**src/omsc_regs.svh**
```systemverilog
// constants for the optical module transmit control and status block
`ifndef OMSC_REGS_SVH
`define OMSC_REGS_SVH
`define OMSC_DEV_ADDR7    7'h51
`define OMSC_STATUS_OFS   8'h6E
`define OMSC_FAULT_BIT    2
`define OMSC_LOS_BIT      1
`define OMSC_STATUS_RST   8'h00
`define OMSC_CTL_PIN_RST  3'h7
`define OMSC_MON_PIN_RST  3'h0
`endif

```
**src/omsc_pkg.sv**
```systemverilog
// types for the optical module transmit control and status block
package omsc_pkg;
    typedef enum logic [4:0] {
        OMSC_IDLE = 5'h01,
        OMSC_RX   = 5'h02,
        OMSC_ACK  = 5'h04,
        OMSC_TX   = 5'h08,
        OMSC_RACK = 5'h10
    } omsc_state_t;

    typedef enum logic [1:0] {
        OMSC_K_ADDR  = 2'h0,
        OMSC_K_OFFS  = 2'h1,
        OMSC_K_WDATA = 2'h2
    } omsc_kind_t;

    typedef struct packed {
        omsc_state_t state;
        omsc_kind_t  kind;
        logic [2:0]  cnt;
        logic [7:0]  sh;
        logic [7:0]  ptr;
        logic        rw;
        logic        done;
        logic        cont;
        logic        sda_oe;
        logic        scl_p;
        logic        sda_p;
        logic        input_light_missing;
    } omsc_top_st_t;

    typedef struct packed {
        logic dis_p;
        logic fault;
        logic laser_on;
    } omsc_tx_st_t;
endpackage : omsc_pkg

```
**src/omsc_tx_if.sv**
```systemverilog
// carrier between the top and the transmit control module
`timescale 1ns/1ps
`default_nettype none
interface omsc_tx_if;
    logic disable_s;
    logic laser_fail_s;
    logic eye_unsafe_s;
    logic laser_on;
    logic fault;
    modport ctrl (input disable_s, input laser_fail_s, input eye_unsafe_s,
                  output laser_on, output fault);
    modport top  (output disable_s, output laser_fail_s, output eye_unsafe_s,
                  input laser_on, input fault);
endinterface : omsc_tx_if
`default_nettype wire

```
**src/omsc_top.sv**
```systemverilog
// top of the optical module control block with two-wire status access
`timescale 1ns/1ps
`default_nettype none
`include "omsc_regs.svh"
// Function
// - laser-off high turns the transmitter off, low allows normal transmission.
// - a floating laser-off input counts as disable; laser stays off.
// - cycling the laser-off input clears the fault state, eye-safety trips included.
// - catastrophic laser failure disables the laser and raises the fault output.
// - fault output low in normal operation, high when a fault exists.
// - fault stays latched until laser-off toggles or power is cycled.
// - fault state appears in bit 2 of status byte 110.
// - eye-safety monitor trip disables the transmitter and raises fault.
// - loss-of-signal output low with usable light, high without it.
// - loss-of-signal state appears in bit 1 of status byte 110.
// - diagnostic page of 256 bytes served at two-wire address 0xA2.
module omsc_top
    import omsc_pkg::*;
(
    input  wire logic clock,
    input  wire logic arst_n,
    input  wire logic tx_disable_pin,
    input  wire logic laser_fail_in,
    input  wire logic eye_unsafe_in,
    input  wire logic light_lost_in,
    input  wire logic scl_in,
    input  wire logic sda_in,
    output logic      sda_out,
    output logic      sda_oe,
    output logic      laser_enable,
    output logic      laser_fault_out,
    output logic      laser_fault_oe,
    output logic      input_light_missing_pin
);
    omsc_tx_if    tx_bus ();
    omsc_top_st_t st_r;
    omsc_top_st_t st_nxt;
    logic [2:0]   ctl_s;
    logic [2:0]   mon_s;
    logic         scl_s;
    logic         sda_s;
    logic         scl_rise;
    logic         scl_fall;
    logic         start_c;
    logic         stop_c;
    logic [7:0]   status_byte;
    logic [7:0]   rd_byte;

    // disable, clock and data idle high so an open pin reads as disable
    omsc_sync #(.W(3), .RST(`OMSC_CTL_PIN_RST)) u_ctl_sync
    (
        .clock  (clock),
        .arst_n (arst_n),
        .d      ({tx_disable_pin, scl_in, sda_in}),
        .q      (ctl_s)
    );

    omsc_sync #(.W(3), .RST(`OMSC_MON_PIN_RST)) u_mon_sync
    (
        .clock  (clock),
        .arst_n (arst_n),
        .d      ({laser_fail_in, eye_unsafe_in, light_lost_in}),
        .q      (mon_s)
    );

    assign tx_bus.disable_s    = ctl_s[2];
    assign tx_bus.laser_fail_s = mon_s[2];
    assign tx_bus.eye_unsafe_s = mon_s[1];
    assign scl_s               = ctl_s[1];
    assign sda_s               = ctl_s[0];

    omsc_tx_ctrl u_tx_ctrl
    (
        .clock  (clock),
        .arst_n (arst_n),
        .tx     (tx_bus)
    );

    // status carries the latched fault state and the registered loss-of-signal state
    always_comb
    begin
        status_byte                 = `OMSC_STATUS_RST;
        status_byte[`OMSC_FAULT_BIT] = tx_bus.fault;
        status_byte[`OMSC_LOS_BIT]   = st_r.input_light_missing;
    end

    // only the status byte is populated; the rest of the page reads zero
    assign rd_byte = (st_r.ptr == `OMSC_STATUS_OFS) ? status_byte : 8'h00;

    assign scl_rise = scl_s && !st_r.scl_p;
    assign scl_fall = !scl_s && st_r.scl_p;
    assign start_c  = scl_s && st_r.scl_p && st_r.sda_p && !sda_s;
    assign stop_c   = scl_s && st_r.scl_p && !st_r.sda_p && sda_s;

    always_comb
    begin
        st_nxt       = st_r;
        st_nxt.scl_p = scl_s;
        st_nxt.sda_p = sda_s;
        st_nxt.input_light_missing   = mon_s[0];
        if (start_c)
        begin
            st_nxt.state  = OMSC_RX;
            st_nxt.kind   = OMSC_K_ADDR;
            st_nxt.cnt    = 3'h0;
            st_nxt.done   = 1'b0;
            st_nxt.sda_oe = 1'b0;
        end
        else if (stop_c)
        begin
            st_nxt.state  = OMSC_IDLE;
            st_nxt.sda_oe = 1'b0;
        end
        else
        begin
            unique case (st_r.state)
                OMSC_IDLE:
                begin
                    st_nxt.sda_oe = 1'b0;
                end
                OMSC_RX:
                begin
                    if (scl_rise)
                    begin
                        st_nxt.sh  = {st_r.sh[6:0], sda_s};
                        st_nxt.cnt = st_r.cnt + 3'h1;
                        if (st_r.cnt == 3'h7)
                            st_nxt.done = 1'b1;
                    end
                    else if (scl_fall && st_r.done)
                    begin
                        st_nxt.done = 1'b0;
                        unique case (st_r.kind)
                            OMSC_K_ADDR:
                            begin
                                if (st_r.sh[7:1] == `OMSC_DEV_ADDR7)
                                begin
                                    st_nxt.rw     = st_r.sh[0];
                                    st_nxt.sda_oe = 1'b1;
                                    st_nxt.state  = OMSC_ACK;
                                end
                                else
                                begin
                                    st_nxt.state = OMSC_IDLE;
                                end
                            end
                            OMSC_K_OFFS:
                            begin
                                st_nxt.ptr    = st_r.sh;
                                st_nxt.sda_oe = 1'b1;
                                st_nxt.state  = OMSC_ACK;
                            end
                            default:
                            begin
                                // page is read-only: written data is dropped
                                st_nxt.ptr    = st_r.ptr + 8'h01;
                                st_nxt.sda_oe = 1'b1;
                                st_nxt.state  = OMSC_ACK;
                            end
                        endcase
                    end
                end
                OMSC_ACK:
                begin
                    if (scl_fall)
                    begin
                        st_nxt.cnt = 3'h0;
                        if (st_r.kind == OMSC_K_ADDR && st_r.rw)
                        begin
                            st_nxt.sh     = rd_byte;
                            st_nxt.ptr    = st_r.ptr + 8'h01;
                            st_nxt.sda_oe = !rd_byte[7];
                            st_nxt.state  = OMSC_TX;
                        end
                        else
                        begin
                            st_nxt.sda_oe = 1'b0;
                            st_nxt.kind   = (st_r.kind == OMSC_K_ADDR) ?
                                            OMSC_K_OFFS : OMSC_K_WDATA;
                            st_nxt.state  = OMSC_RX;
                        end
                    end
                end
                OMSC_TX:
                begin
                    if (scl_fall)
                    begin
                        st_nxt.cnt = st_r.cnt + 3'h1;
                        if (st_r.cnt == 3'h7)
                        begin
                            st_nxt.sda_oe = 1'b0;
                            st_nxt.cont   = 1'b0;
                            st_nxt.state  = OMSC_RACK;
                        end
                        else
                        begin
                            st_nxt.sh     = {st_r.sh[6:0], 1'b0};
                            st_nxt.sda_oe = !st_r.sh[6];
                        end
                    end
                end
                OMSC_RACK:
                begin
                    if (scl_rise)
                    begin
                        st_nxt.cont = !sda_s;
                        if (sda_s)
                            st_nxt.state = OMSC_IDLE;
                    end
                    else if (scl_fall && st_r.cont)
                    begin
                        st_nxt.cnt    = 3'h0;
                        st_nxt.sh     = rd_byte;
                        st_nxt.ptr    = st_r.ptr + 8'h01;
                        st_nxt.sda_oe = !rd_byte[7];
                        st_nxt.state  = OMSC_TX;
                    end
                end
                default:
                begin
                    st_nxt.state  = OMSC_IDLE;
                    st_nxt.sda_oe = 1'b0;
                end
            endcase
        end
    end

    always_ff @(posedge clock or negedge arst_n)
    begin
        if (!arst_n)
            st_r <= '{state: OMSC_IDLE, kind: OMSC_K_ADDR, cnt: 3'h0, sh: 8'h00,
                      ptr: 8'h00, rw: 1'b0, done: 1'b0, cont: 1'b0,
                      sda_oe: 1'b0, scl_p: 1'b1, sda_p: 1'b1, input_light_missing: 1'b0};
        else
            st_r <= st_nxt;
    end

    assign sda_out                 = 1'b0;
    assign sda_oe                  = st_r.sda_oe;
    assign laser_enable            = tx_bus.laser_on;
    // open collector: pulled low in normal operation, released on fault
    assign laser_fault_out         = 1'b0;
    assign laser_fault_oe          = !tx_bus.fault;
    assign input_light_missing_pin = st_r.input_light_missing;
endmodule : omsc_top
`default_nettype wire

```
**src/omsc_sync.sv**
```systemverilog
// two flip-flop synchroniser for a group of pin inputs
`timescale 1ns/1ps
`default_nettype none
module omsc_sync
    import omsc_pkg::*;
#(
    parameter int             W   = 3,
    parameter logic [W-1:0]   RST = '0
)(
    input  wire logic         clock,
    input  wire logic         arst_n,
    input  wire logic [W-1:0] d,
    output logic      [W-1:0] q
);
    typedef struct packed {
        logic [W-1:0] s1;
        logic [W-1:0] s2;
    } omsc_sync_st_t;

    omsc_sync_st_t st_r;
    omsc_sync_st_t st_nxt;

    always_comb
    begin
        st_nxt    = st_r;
        st_nxt.s1 = d;
        st_nxt.s2 = st_r.s1;
    end

    always_ff @(posedge clock or negedge arst_n)
    begin
        if (!arst_n)
            st_r <= '{s1: RST, s2: RST};
        else
            st_r <= st_nxt;
    end

    assign q = st_r.s2;
endmodule : omsc_sync
`default_nettype wire

```
**src/omsc_tx_ctrl.sv**
```systemverilog
// transmit disable handling and latched laser fault
`timescale 1ns/1ps
`default_nettype none
module omsc_tx_ctrl
    import omsc_pkg::*;
(
    input  wire logic clock,
    input  wire logic arst_n,
    omsc_tx_if.ctrl   tx
);
    omsc_tx_st_t st_r;
    omsc_tx_st_t st_nxt;
    logic        dis_rise;
    logic        fault_src;

    always_comb
    begin
        st_nxt    = st_r;
        dis_rise  = tx.disable_s && !st_r.dis_p;
        fault_src = tx.laser_fail_s || tx.eye_unsafe_s;
        st_nxt.dis_p = tx.disable_s;
        // a fault source in the same cycle as the toggle keeps the fault
        if (fault_src)
            st_nxt.fault = 1'b1;
        else if (dis_rise)
            st_nxt.fault = 1'b0;
        st_nxt.laser_on = !tx.disable_s && !st_nxt.fault && !fault_src;
    end

    // power cycle (reset) also clears the fault
    always_ff @(posedge clock or negedge arst_n)
    begin
        if (!arst_n)
            st_r <= '{dis_p: 1'b1, fault: 1'b0, laser_on: 1'b0};
        else
            st_r <= st_nxt;
    end

    assign tx.laser_on = st_r.laser_on;
    assign tx.fault    = st_r.fault;
endmodule : omsc_tx_ctrl
`default_nettype wire

```
**config.mk**
```make
export PLATFORM = sky130hd
export DESIGN_NAME = omsc_top
export DESIGN_NICKNAME = d
export VERILOG_FILES = /design/src/omsc_pkg.sv /design/src/omsc_tx_if.sv /design/src/omsc_top.sv /design/src/omsc_sync.sv /design/src/omsc_tx_ctrl.sv
export VERILOG_INCLUDE_DIRS = /design/src
export SDC_FILE = /design/constraint.sdc
export NUM_CORES = 1
export LEC_CHECK = 0
export BUFFER_PORTS_ARGS = -buffer_cell sky130_fd_sc_hd__clkbuf_2
export CAP_MARGIN = 20
export CORE_MARGIN = 2
export CORE_UTILIZATION = 60
export DETAILED_ROUTE_END_ITERATION = 8
export HOLD_SLACK_MARGIN = 0.05
export PLACE_DENSITY = 0.79
export SLEW_MARGIN = 20
export SYNTH_ARGS = -nofsm -noshare
export SYNTH_HDL_FRONTEND = slang
export SYNTH_SLANG_ARGS = --single-unit
export TNS_END_PERCENT = 50
```
**constraint.sdc**
```tcl
create_clock -name clock -period 5.7 [get_ports clock]
set_input_delay 1.71 -clock clock [delete_from_list [all_inputs] [get_ports clock]]
set_output_delay 1.71 -clock clock [all_outputs]
set_load 0.005 [all_outputs]
```
==> results of run 1 <==
==> cells in the mapped netlist, drive strengths merged (4+ instances only) <==
master	n	share of area (%)
nand3	6	1.2
and3	6	1.6
buf	6	2.2
a21oi	11	2.2
a31oi	6	1.5
o21ai	21	4.4
dfrtp	38	38
ha	4	2.0
dfstp	10	11
nand2	20	3.0
nor3b	4	1.2
nor3	7	1.4
mux2i	11	4.4
and2	4	1.1
nor2	14	2.2
inv	11	1.7
==> where the power goes <==
part | internal (mW) | switching (mW)
Sequential | 0.350 | 0.00526
Combinational | 0.00798 | 0.0151
Clock | 0.132 | 0.117
Total | 0.490 | 0.138
==> final cells by class <==
type / count / area share (%)
timing repair buffer: 13 / 2.63
tap: 50 / 2.35
inverter: 11 / 1.55
sequential: 48 / 45.6
clock inverter: 3 / 1.74
clock buffer: 5 / 2.58
multi-input combinational: 170 / 43.6
==> per-stage QoR <==
stage	hold WS, ns	setup slack (ns)
final	0.356	3.10
after global routing	0.362	3.06
after detailed placement	0.337	3.43
after CTS	0.360	3.08
after global placement	0.333	3.46
after floorplan	0.331	3.57
==> critical path, stage by stage (launching register included) <==
cell	delay, ns
dfrtp_1	0.39
inv_1	0.08
clkbuf_2	0.12
==> flip-flops by register name, indices dropped and copies added (netlist names) <==
signal,cells
u_mon_sync.st_nxt,3
u_tx_ctrl.tx.laser_on,1
u_ctl_sync.st_nxt,3
u_ctl_sync.q,3
sda_oe,1
u_tx_ctrl.tx.fault,1
u_mon_sync.q,3
st_r,31
u_tx_ctrl.st_r,1
input_light_missing_pin,1
==> how the worst min path moves through the flow <==
stage | from | endpoint | slack, ns | cells after the start
floorplan | u_mon_sync.q[0]$_DFF_PN0_ | input_light_missing_pin$_DFF_PN0_ | 0.33 | 0
global placement | u_mon_sync.st_nxt[1]$_DFF_PN0_ | u_mon_sync.q[1]$_DFF_PN0_ | 0.33 | 0
detailed placement | u_mon_sync.st_nxt[0]$_DFF_PN0_ | u_mon_sync.q[0]$_DFF_PN0_ | 0.34 | 0
CTS | u_mon_sync.st_nxt[1]$_DFF_PN0_ | u_mon_sync.q[1]$_DFF_PN0_ | 0.36 | 0
global route | u_mon_sync.st_nxt[1]$_DFF_PN0_ | u_mon_sync.q[1]$_DFF_PN0_ | 0.36 | 0
finish | u_mon_sync.st_nxt[1]$_DFF_PN0_ | u_mon_sync.q[1]$_DFF_PN0_ | 0.36 | 0
==> cells by family (layout without fill, tap and decap cells) <==
logic type                 after synthesis  in the layout  share of synthesized area [%]
DFF                                     48             48                           48.8
and+or+nand+nor                         90             90                           21.3
muxes                                   13             13                           5.64
adders and majority gates                4              4                           2.01
buffers and inverters                   20             32                           4.68
AOI/OAI and AO/OA                       58             58                           16.3
other                                    1              2                          0.151
xor gates and xnor gates                 3              3                           1.06
==> layer usage <==
metal | track usage [%] | share of wire [%]
met1 | 38.3 | 48
met2 | 35.2 | 46
met3 | 4.44 | 4.9
met4 | 8.25 | 1.4
met5 | 0 | 0
==> placed cells by master, fill, tap and decap left out, drive strengths merged, types with 3 or more instances in the layout <==
cell,instances
dfrtp,38
o21ai,21
nand2,20
clkbuf,16
nor2,14
inv,12
mux2i,11
a21oi,11
dfstp,10
nor3,7
nand3,6
a31oi,6
and3,6
nor3b,4
ha,4
and2,4
xor2,3
and2b,3
a32oi,3
nand4,3
a22o,3
or2,3
a21boi,3
==> qor.csv, run 1 <==
metric,value,unit
outcome,"finished, final reports clean",
clkLatencyLatePin,0.30,ns
final-seq-area,0.00121,mm²
detail_route.wl_per_cell,16.8,µm
die_w,68.4,µm
place_area,0.00255,mm²
postCtsSetupRepairBufs,0,
finalSetupTns,0,ns
die-area,0.00467,mm²
final_cells,300,
grt_antenna_before_repair,0,
skew,0.00667,ns
maxCapViolCount,0,
hold_buffers,0,
vias,1848,
r2r_end,st_r[16]$_DFFE_PN0P_,
numCtsBuffers,5,
num-nets-final,261,
multi_input_area,0.00116,mm²
fillers,305,
worstSetupEndpointType,output port,
cts_tree,yes,
grt_start_max_net_pins,49,
grt_pass1_wl,8.36,mm
grt_pass1_vias,1664,
design_area,0.00266,mm²
fmax,385,MHz
antenna_cells,0,
critPathCapture,laser_fault_oe,
final_util,66.6,%
wirelength,5.04,mm
layout-drive-gt1-share,20.8,%
die_h,68.4,µm
tightestPinTransition,0.981,ns
drtIter0Drc,192,
postSynthAreaPerCell,10.5,µm²
cts_sinks,48,
rrSetupSlack,3.45,ns
crit_type,reg -> out,
synthCells,237,
clkTransAtPathRegs,0.09,ns
reg2reg_depth,5,
htreeDepth,2,
syn_area,0.00249,mm²
async_flop_share,100,%
place.gp.congestion,0.921,
ir_worst_vdd,174,µV
crit_fanout,2,
track_usage,24.9,%
rsz0062_at_grt,false,
portBuffers,11,
io-pin-count,14,
synth_edf_count,0,
clock_path_buffers,2,
drc,0,
period_minus_slack,2.60,ns
report.power.total,0.628,mW
startpoint,u_tx_ctrl.tx.fault$_DFF_PN0_,
synth_cell_type_count,60,
postRouteAntennaNets,0,
hold_viol,0,
setup_viol,0,
slew_violations,0,
ys_dominant_reg_cell,dfrtp_1,
drt-vias-per-instance,6.16,
drtPass1Iterations,4,
yosysWarningCount,0,
num_rows,23,
hold_class,reg -> reg,
grt-ovfl-total,0,
worst_setup_path_start_kind,flop,
relSlewSlack,34.6,%
finalCritPeriodShare,45.6,%
start_util,62.2,%
required,3.99,ns
ys_seq_area_share,48.8,%
syn2layout_area_growth,7.10,%
cts_resized,0,
dp.cells,292,
synth-seq-cells,48,
leakage,1.15,nW
cts.root.buffer_cell,clkbuf_8,
reg2reg_from,st_r[30]$_DFFE_PN0P_,
cp.arrival,0.89,ns
fp.coreArea,0.00400,mm²
dp_hpwl,3.63,mm
power_density,236,mW/mm²
(Power assumes the default switching activity.)
==> inputs of run 2 (changes only) <==
--- a/config.mk
+++ b/config.mk
@@ -6,13 +6,14 @@
 export SDC_FILE = /design/constraint.sdc
 export NUM_CORES = 1
 export LEC_CHECK = 0
+export ABC_AREA = 1
 export BUFFER_PORTS_ARGS = -buffer_cell sky130_fd_sc_hd__clkbuf_2
 export CAP_MARGIN = 20
 export CORE_MARGIN = 2
 export CORE_UTILIZATION = 60
 export DETAILED_ROUTE_END_ITERATION = 8
 export HOLD_SLACK_MARGIN = 0.05
-export PLACE_DENSITY = 0.79
+export PLACE_DENSITY = 0.78
 export SLEW_MARGIN = 20
 export SYNTH_ARGS = -nofsm -noshare
 export SYNTH_HDL_FRONTEND = slang
==> constraint.sdc (replaced) <==
create_clock -name clock -period 2.6 [get_ports clock]
set_input_delay 0.78 -clock clock [delete_from_list [all_inputs] [get_ports clock]]
set_output_delay 0.78 -clock clock [all_outputs]
set_load 0.005 [all_outputs]
==> run 2 against run 1 <==
Net effect:
- cell area up 5.5%
- flip-flop and latch count is the same
- via count up 21%
- core utilization rose by 2.1 points
- first-iteration DRC count shrank 11%
- critical path depth increased by 6
- hold slack worse by 0.0046 ns
- sequential power rose to 2.5 times the previous value
- critical endpoint is now st_r[14]$_DFFE_PN0P_
==> qor.csv, run 2 <==
metric,value,unit
grt_pass1_wl,9.70,mm
clkTransAtPathRegs,0.09,ns
start_util,63.6,%
fp.coreArea,0.00409,mm²
m1WireLength,2.42,mm
layout_commonest_cell,nand2_1,
dp_hpwl,4.18,mm
fmax,495,MHz
synth.largest_area_cell,dfrtp_1,
async_flop_share,100,%
final_cell_mix,"nand2_1 (107), nor2_1 (50), inv_1 (39), dfrtp_1 (38), nand3_1 (26)",
synth_area_leaders,"dfrtp_1 (37%), nand2_1 (15%), dfstp_2 (10%), nor2_1 (7.2%), inv_1 (5.6%)",
crit_type,reg -> reg,
outcome,"finished, final reports clean",
cpMaxStageDelayCell,dfstp_2,
cts.root.buffer_cell,clkbuf_8,
numCtsBuffers,5,
portBuffers,11,
ys_dominant_reg_cell,dfrtp_1,
worstSetupEndpointType,flop,
largest_reg_flops,31,
cp_slowest_stage_delay,0.57,ns
yosysWarningCount,0,
preCtsSetupSlack,0.611,ns
synth-seq-cells,48,
yosys-top-cells-count,"nand2_1 (107), nor2_1 (50), inv_1 (39)",
synth_cell_type_count,33,
grt_pass1_vias,2180,
fin_ws,0.579,ns
die_w,69.8,µm
finalCritPeriodShare,77.7,%
htreeDepth,2,
hold_buffers,0,
routed.top_layer,met4,
hold_class,reg -> reg,
power_density,633,mW/mm²
yosysMostFrequentCell,nand2_1,
tightestPinTransition,0.578,ns
cts_resized,0,
skew,0.0106,ns
vias,2241,
detail_route.wl_per_cell,13.4,µm
num_rows,23,
wirelength,5.54,mm
ys_seq_area_share,46.7,%
period_minus_slack,2.02,ns
syn2layout_area_growth,8.04,%
finalSetupTns,0,ns
crit_fanout,12,
layout-drive-gt1-share,13.5,%
relSlewSlack,61.0,%
synthCells,346,
setup_viol,0,
hold_viol,0,
drc,0,
clock_path_buffers,2,
place.gp.congestion,0.921,
antenna_cells,0,
die-area,0.00487,mm²
synth_top_cell_area_share,36.6,%
postCtsSetupRepairBufs,0,
leakage,1.50,nW
drtPass1Iterations,4,
wl_met3,261,µm
synth_edf_count,0,
drtIter0Drc,170,
top_register,st_r,
grt_start_max_net_pins,49,
num-nets-final,374,
track_usage,25.0,%
rrSetupSlack,0.58,ns
cts_tree,yes,
required,2.85,ns
drt-vias-per-instance,5.43,
clkLatencyLatePin,0.31,ns
cp.arrival,2.27,ns
io-pin-count,14,
rsz0062_at_grt,false,
postSynthAreaPerCell,7.51,µm²
grt-ovfl-total,0,
cts_sinks,48,
die_h,69.8,µm
crit_chain,nor2_1 -> nand2_2 -> nand2_2 -> inv_1 -> nand3_2 -> nor3_2 -> nand2_1 -> nand2_1,
maxCapViolCount,0,
met2_length,2.73,mm
postRouteAntennaNets,0,
syn_area,0.00260,mm²
slew_violations,0,
grt_antenna_before_repair,0,
worst_setup_path_start_kind,flop,
ir_worst_vdd,607,µV
==> run 2: cell types whose count changed after synthesis, sizes merged, moves of 7 or more <==
cell and change:
nand2 +91, nand3 +22, inv +30, nor2 +38
a21oi -7, mux2i -11
==> run 2: metrics by stage <==
stage / std cells / hold WS (ns) / utilization [%] / cell area, µm² / power, mW
finish: 413 / 0.351 / 68.7 / 2810 / 1.78
global route: 413 / 0.363 / 68.7 / 2810 / 1.89
CTS: 413 / 0.358 / 68.7 / 2810 / 1.79
detailed placement: 405 / 0.340 / 65.9 / 2690 / 1.24
global placement: 405 / 0.333 / 65.9 / 2690 / 1.23
floorplan: 347 / 0.331 / - / 2600 / 1.14
==> run 2: final cells by class <==
| cell class | count | area (µm²) |
|---|---|---|
| fillers | 362 | 1280 |
| flip-flops and latches | 48 | 1210 |
| multi-input cells | 253 | 1190 |
| inverters | 41 | 154 |
| repair buffers | 13 | 70.1 |
| clock buffers | 5 | 68.8 |
| well taps | 50 | 62.6 |
| clock inverters | 3 | 46.3 |
==> run 2: critical path: cells and delay by family (launching register included) <==
family | cells | cell delay [ns]
buffers and inverters | 1 | 0.30
flip-flops | 1 | 0.57
AND/OR/NAND/NOR | 7 | 1.09
==> run 2: final timing paths <==
kind	cells after the start	startpoint	endpoint
worst max-delay path	8	u_ctl_sync.q[0]$_DFF_PN1_	st_r[14]$_DFFE_PN0P_
worst min-delay path	0	u_mon_sync.q[0]$_DFF_PN0_	input_light_missing_pin$_DFF_PN0_
worst max register to register	8	u_ctl_sync.q[0]$_DFF_PN1_	st_r[14]$_DFFE_PN0P_
worst min register to register	0	u_mon_sync.q[0]$_DFF_PN0_	input_light_missing_pin$_DFF_PN0_
max in group asynchronous	2	arst_n	u_mon_sync.st_nxt[0]$_DFF_PN0_
min in group asynchronous	2	arst_n	st_r[25]$_DFFE_PN0P_
==> run 2: kinds of logic after synthesis <==
family	synth area share, %
compound gates	8.19
simple gates	34.5
buf+inv	7.56
xor+xnor	1.01
other cells	0.144
flops	46.7
fa+ha+maj	1.93
==> run 2: power by group <==
group / switching (mW) / internal, mW / leakage [nW]
clock network: 0.261 / 0.290 / 0.0548
logic: 0.221 / 0.114 / 0.836
registers: 0.0620 / 0.830 / 0.606
total: 0.545 / 1.23 / 1.50
==> run 2: metal layers <==
| metal | vias to the layer above | GRT usage, % |
|---|---|---|
| met5 | - | 0 |
| met2 | 64 | 41.7 |
| met3 | 13 | 4.65 |
| li1 | 1129 | - |
| met1 | 1035 | 32.1 |
| met4 | 0 | 10.0 |
==> inputs of run 3 (changes only) <==
--- a/config.mk
+++ b/config.mk
@@ -10,10 +10,10 @@
 export BUFFER_PORTS_ARGS = -buffer_cell sky130_fd_sc_hd__clkbuf_2
 export CAP_MARGIN = 20
 export CORE_MARGIN = 2
-export CORE_UTILIZATION = 60
+export CORE_UTILIZATION = 55
 export DETAILED_ROUTE_END_ITERATION = 8
 export HOLD_SLACK_MARGIN = 0.05
-export PLACE_DENSITY = 0.78
+export PLACE_DENSITY = 0.76
 export SLEW_MARGIN = 20
 export SYNTH_ARGS = -nofsm -noshare
 export SYNTH_HDL_FRONTEND = slang
==> constraint.sdc (replaced) <==
create_clock -name clock -period 1.8 [get_ports clock]
set_input_delay 0.54 -clock clock [delete_from_list [all_inputs] [get_ports clock]]
set_output_delay 0.54 -clock clock [all_outputs]
set_load 0.005 [all_outputs]
==> run 3 against run 2 <==
Net effect:
- flip-flop and latch count unchanged
- largest cell class is now multi-input gates
- cell area increased by 12%
- clock power increased by 69%
- sequential share of layout area decreased by 4.6 points
- hold slack got worse by 0.14 ns
- critical endpoint is now st_r[13]$_DFFE_PN0P_
- critical path depth unchanged
- maximum frequency increased by 16%
==> qor.csv, run 3 (same netlist as run 2, synthesis figures left out) <==
metric,value,unit
outcome,"finished, final reports clean",
largest_reg_flops,31,
htreeDepth,2,
skew,0.00346,ns
preCtsSetupSlack,-0.0881,ns
clock_path_buffers,2,
clkTransAtPathRegs,0.09,ns
hold_ws,0.211,ns
cp.arrival,1.98,ns
design_area,0.00314,mm²
start_util,56.1,%
grt-ovfl-total,0,
io-pin-count,14,
fp.coreArea,0.00463,mm²
num-nets-final,402,
hold_viol,0,
worstSetupEndpointType,flop,
place_area,0.00287,mm²
required,2.04,ns
grt_antenna_before_repair,0,
num_rows,25,
cts.root.buffer_cell,clkbuf_8,
cts_sinks,48,
finalSetupTns,0,ns
fillers,399,
crit_fanout,8,
final-seq-area,0.00121,mm²
p_int,2.00,mW
finalCritPeriodShare,96.4,%
place.gp.congestion,1.05,
power_frac_seq,45.8,%
die_h,72.7,µm
layout-drive-gt1-share,24.6,%
reg2reg_from,st_r[29]$_DFFE_PN0P_,
antenna_cells,0,
slew_violations,0,
setup_viol,0,
drc,0,
final_cell_mix,"nand2_1 (104), nor2_1 (42), inv_1 (37), dfrtp_1 (37), buf_4 (27)",
power_density,892,mW/mm²
grt_pass1_wl,10.0,mm
netSwitchingPower,0.807,mW
p_sw_share,28.8,%
postRouteAntennaNets,0,
cts_tree,yes,
fin_ws,0.0649,ns
vias,2370,
clkLatencyLatePin,0.30,ns
hold_buffers,0,
top_register,st_r,
grt_start_max_net_pins,49,
drtPass1Iterations,4,
leakage,1.66,nW
track_usage,24.6,%
ir_worst_vdd,629,µV
p_comb_share,21.1,%
die-area,0.00529,mm²
wirelength,5.84,mm
worst_setup_path_start_kind,flop,
startpoint,st_r[29]$_DFFE_PN0P_,
fmax,576,MHz
detail_route.wl_per_cell,13.1,µm
maxCapViolCount,0,
hold_class,in -> async,
layout_commonest_cell,nand2_1,
reg2reg_depth,8,
rsz0062_at_grt,true,
dp_hpwl,4.33,mm
multi_input_area,0.00128,mm²
share_clk_of_total_power,33.2,%
drtIter0Drc,150,
die_w,72.7,µm
drt-vias-per-instance,5.33,
syn2layout_area_growth,20.9,%
numCtsBuffers,5,
grt_pass1_vias,2279,
crit_type,reg -> reg,
portBuffers,11,
period_minus_slack,1.74,ns
-- run 3: changes by cell type in the layout (fill, tap and decap cells not counted), moves of 2 or more --
cell	delta
buf_4	+25
nor2_1	-8
nor2_2	+5
nand2_1	-3
nand2_2	+3
nor2_4	+3
inv_1	-2
inv_2	+2
nand3_1	-2
nand3_2	+2
o21ai_0	-2
-- run 3: cell type report --
cell class | count | area share [%]
timing repair buffer | 40 | 9.20
clock inverter | 3 | 2.19
sequential | 48 | 38.7
tap | 54 | 2.15
inverter | 41 | 4.90
clock buffer | 5 | 2.19
multi-input combinational | 254 | 40.7
-- run 3: what timing repair did --
action,CTS,global route
setup buffers,0,6
pin swaps,1,11
resized for setup,4,24
setup endpoints to repair,13,24
gates cloned,0,1
-- run 3: layer usage --
layer / vias to the layer above / GRT usage, % / routed length, µm
met5: - / 0 / 0
met4: 0 / 9.67 / 125
met3: 14 / 4.70 / 250
met2: 63 / 41.9 / 3010
met1: 1107 / 30.8 / 2450
li1: 1186 / - / -
-- run 3: power by group through the flow --
stage | clock [mW] | sequential [mW] | combinational, mW
2_1_floorplan | 0 | 1.28 | 0.366
3_3_place_gp | 0 | 1.30 | 0.497
3_5_place_dp | 0 | 1.30 | 0.510
4_1_cts | 0.961 | 1.28 | 0.516
5_1_grt | 0.999 | 1.30 | 0.679
6_report | 0.929 | 1.28 | 0.590
-- run 3: path summary, 6_finish.rpt --
kind                                                   to  slack (ns)
max                                  st_r[13]$_DFFE_PN0P_        0.06
min reg2reg                     u_mon_sync.q[1]$_DFF_PN0_        0.36
min                                  st_r[29]$_DFFE_PN0P_        0.21
min in group clock         u_ctl_sync.st_nxt[2]$_DFF_PN1_        0.31
max reg2reg                          st_r[13]$_DFFE_PN0P_        0.06
max in group asynchronous     u_tx_ctrl.st_r[2]$_DFF_PN1_        1.32
-- run 3: critical path, cell delays in order (launching register included) --
cell and delay (ns):
dfrtp_1 0.42, nor2_4 0.21, nand4_1 0.23, nand2_4 0.16, buf_6 0.13, a21oi_4 0.04
nor3_4 0.32, nand2_1 0.09, nand2_1 0.08
-- run 3: stage by stage --
step | util, % | total power, mW | std cells
final | 67.9 | 2.80 | 445
after global routing | 67.9 | 2.98 | 445
after global placement | 61.9 | 1.79 | 430
after detailed placement | 61.9 | 1.81 | 430
after floorplan | - | 1.65 | 347
after CTS | 65.3 | 2.76 | 438
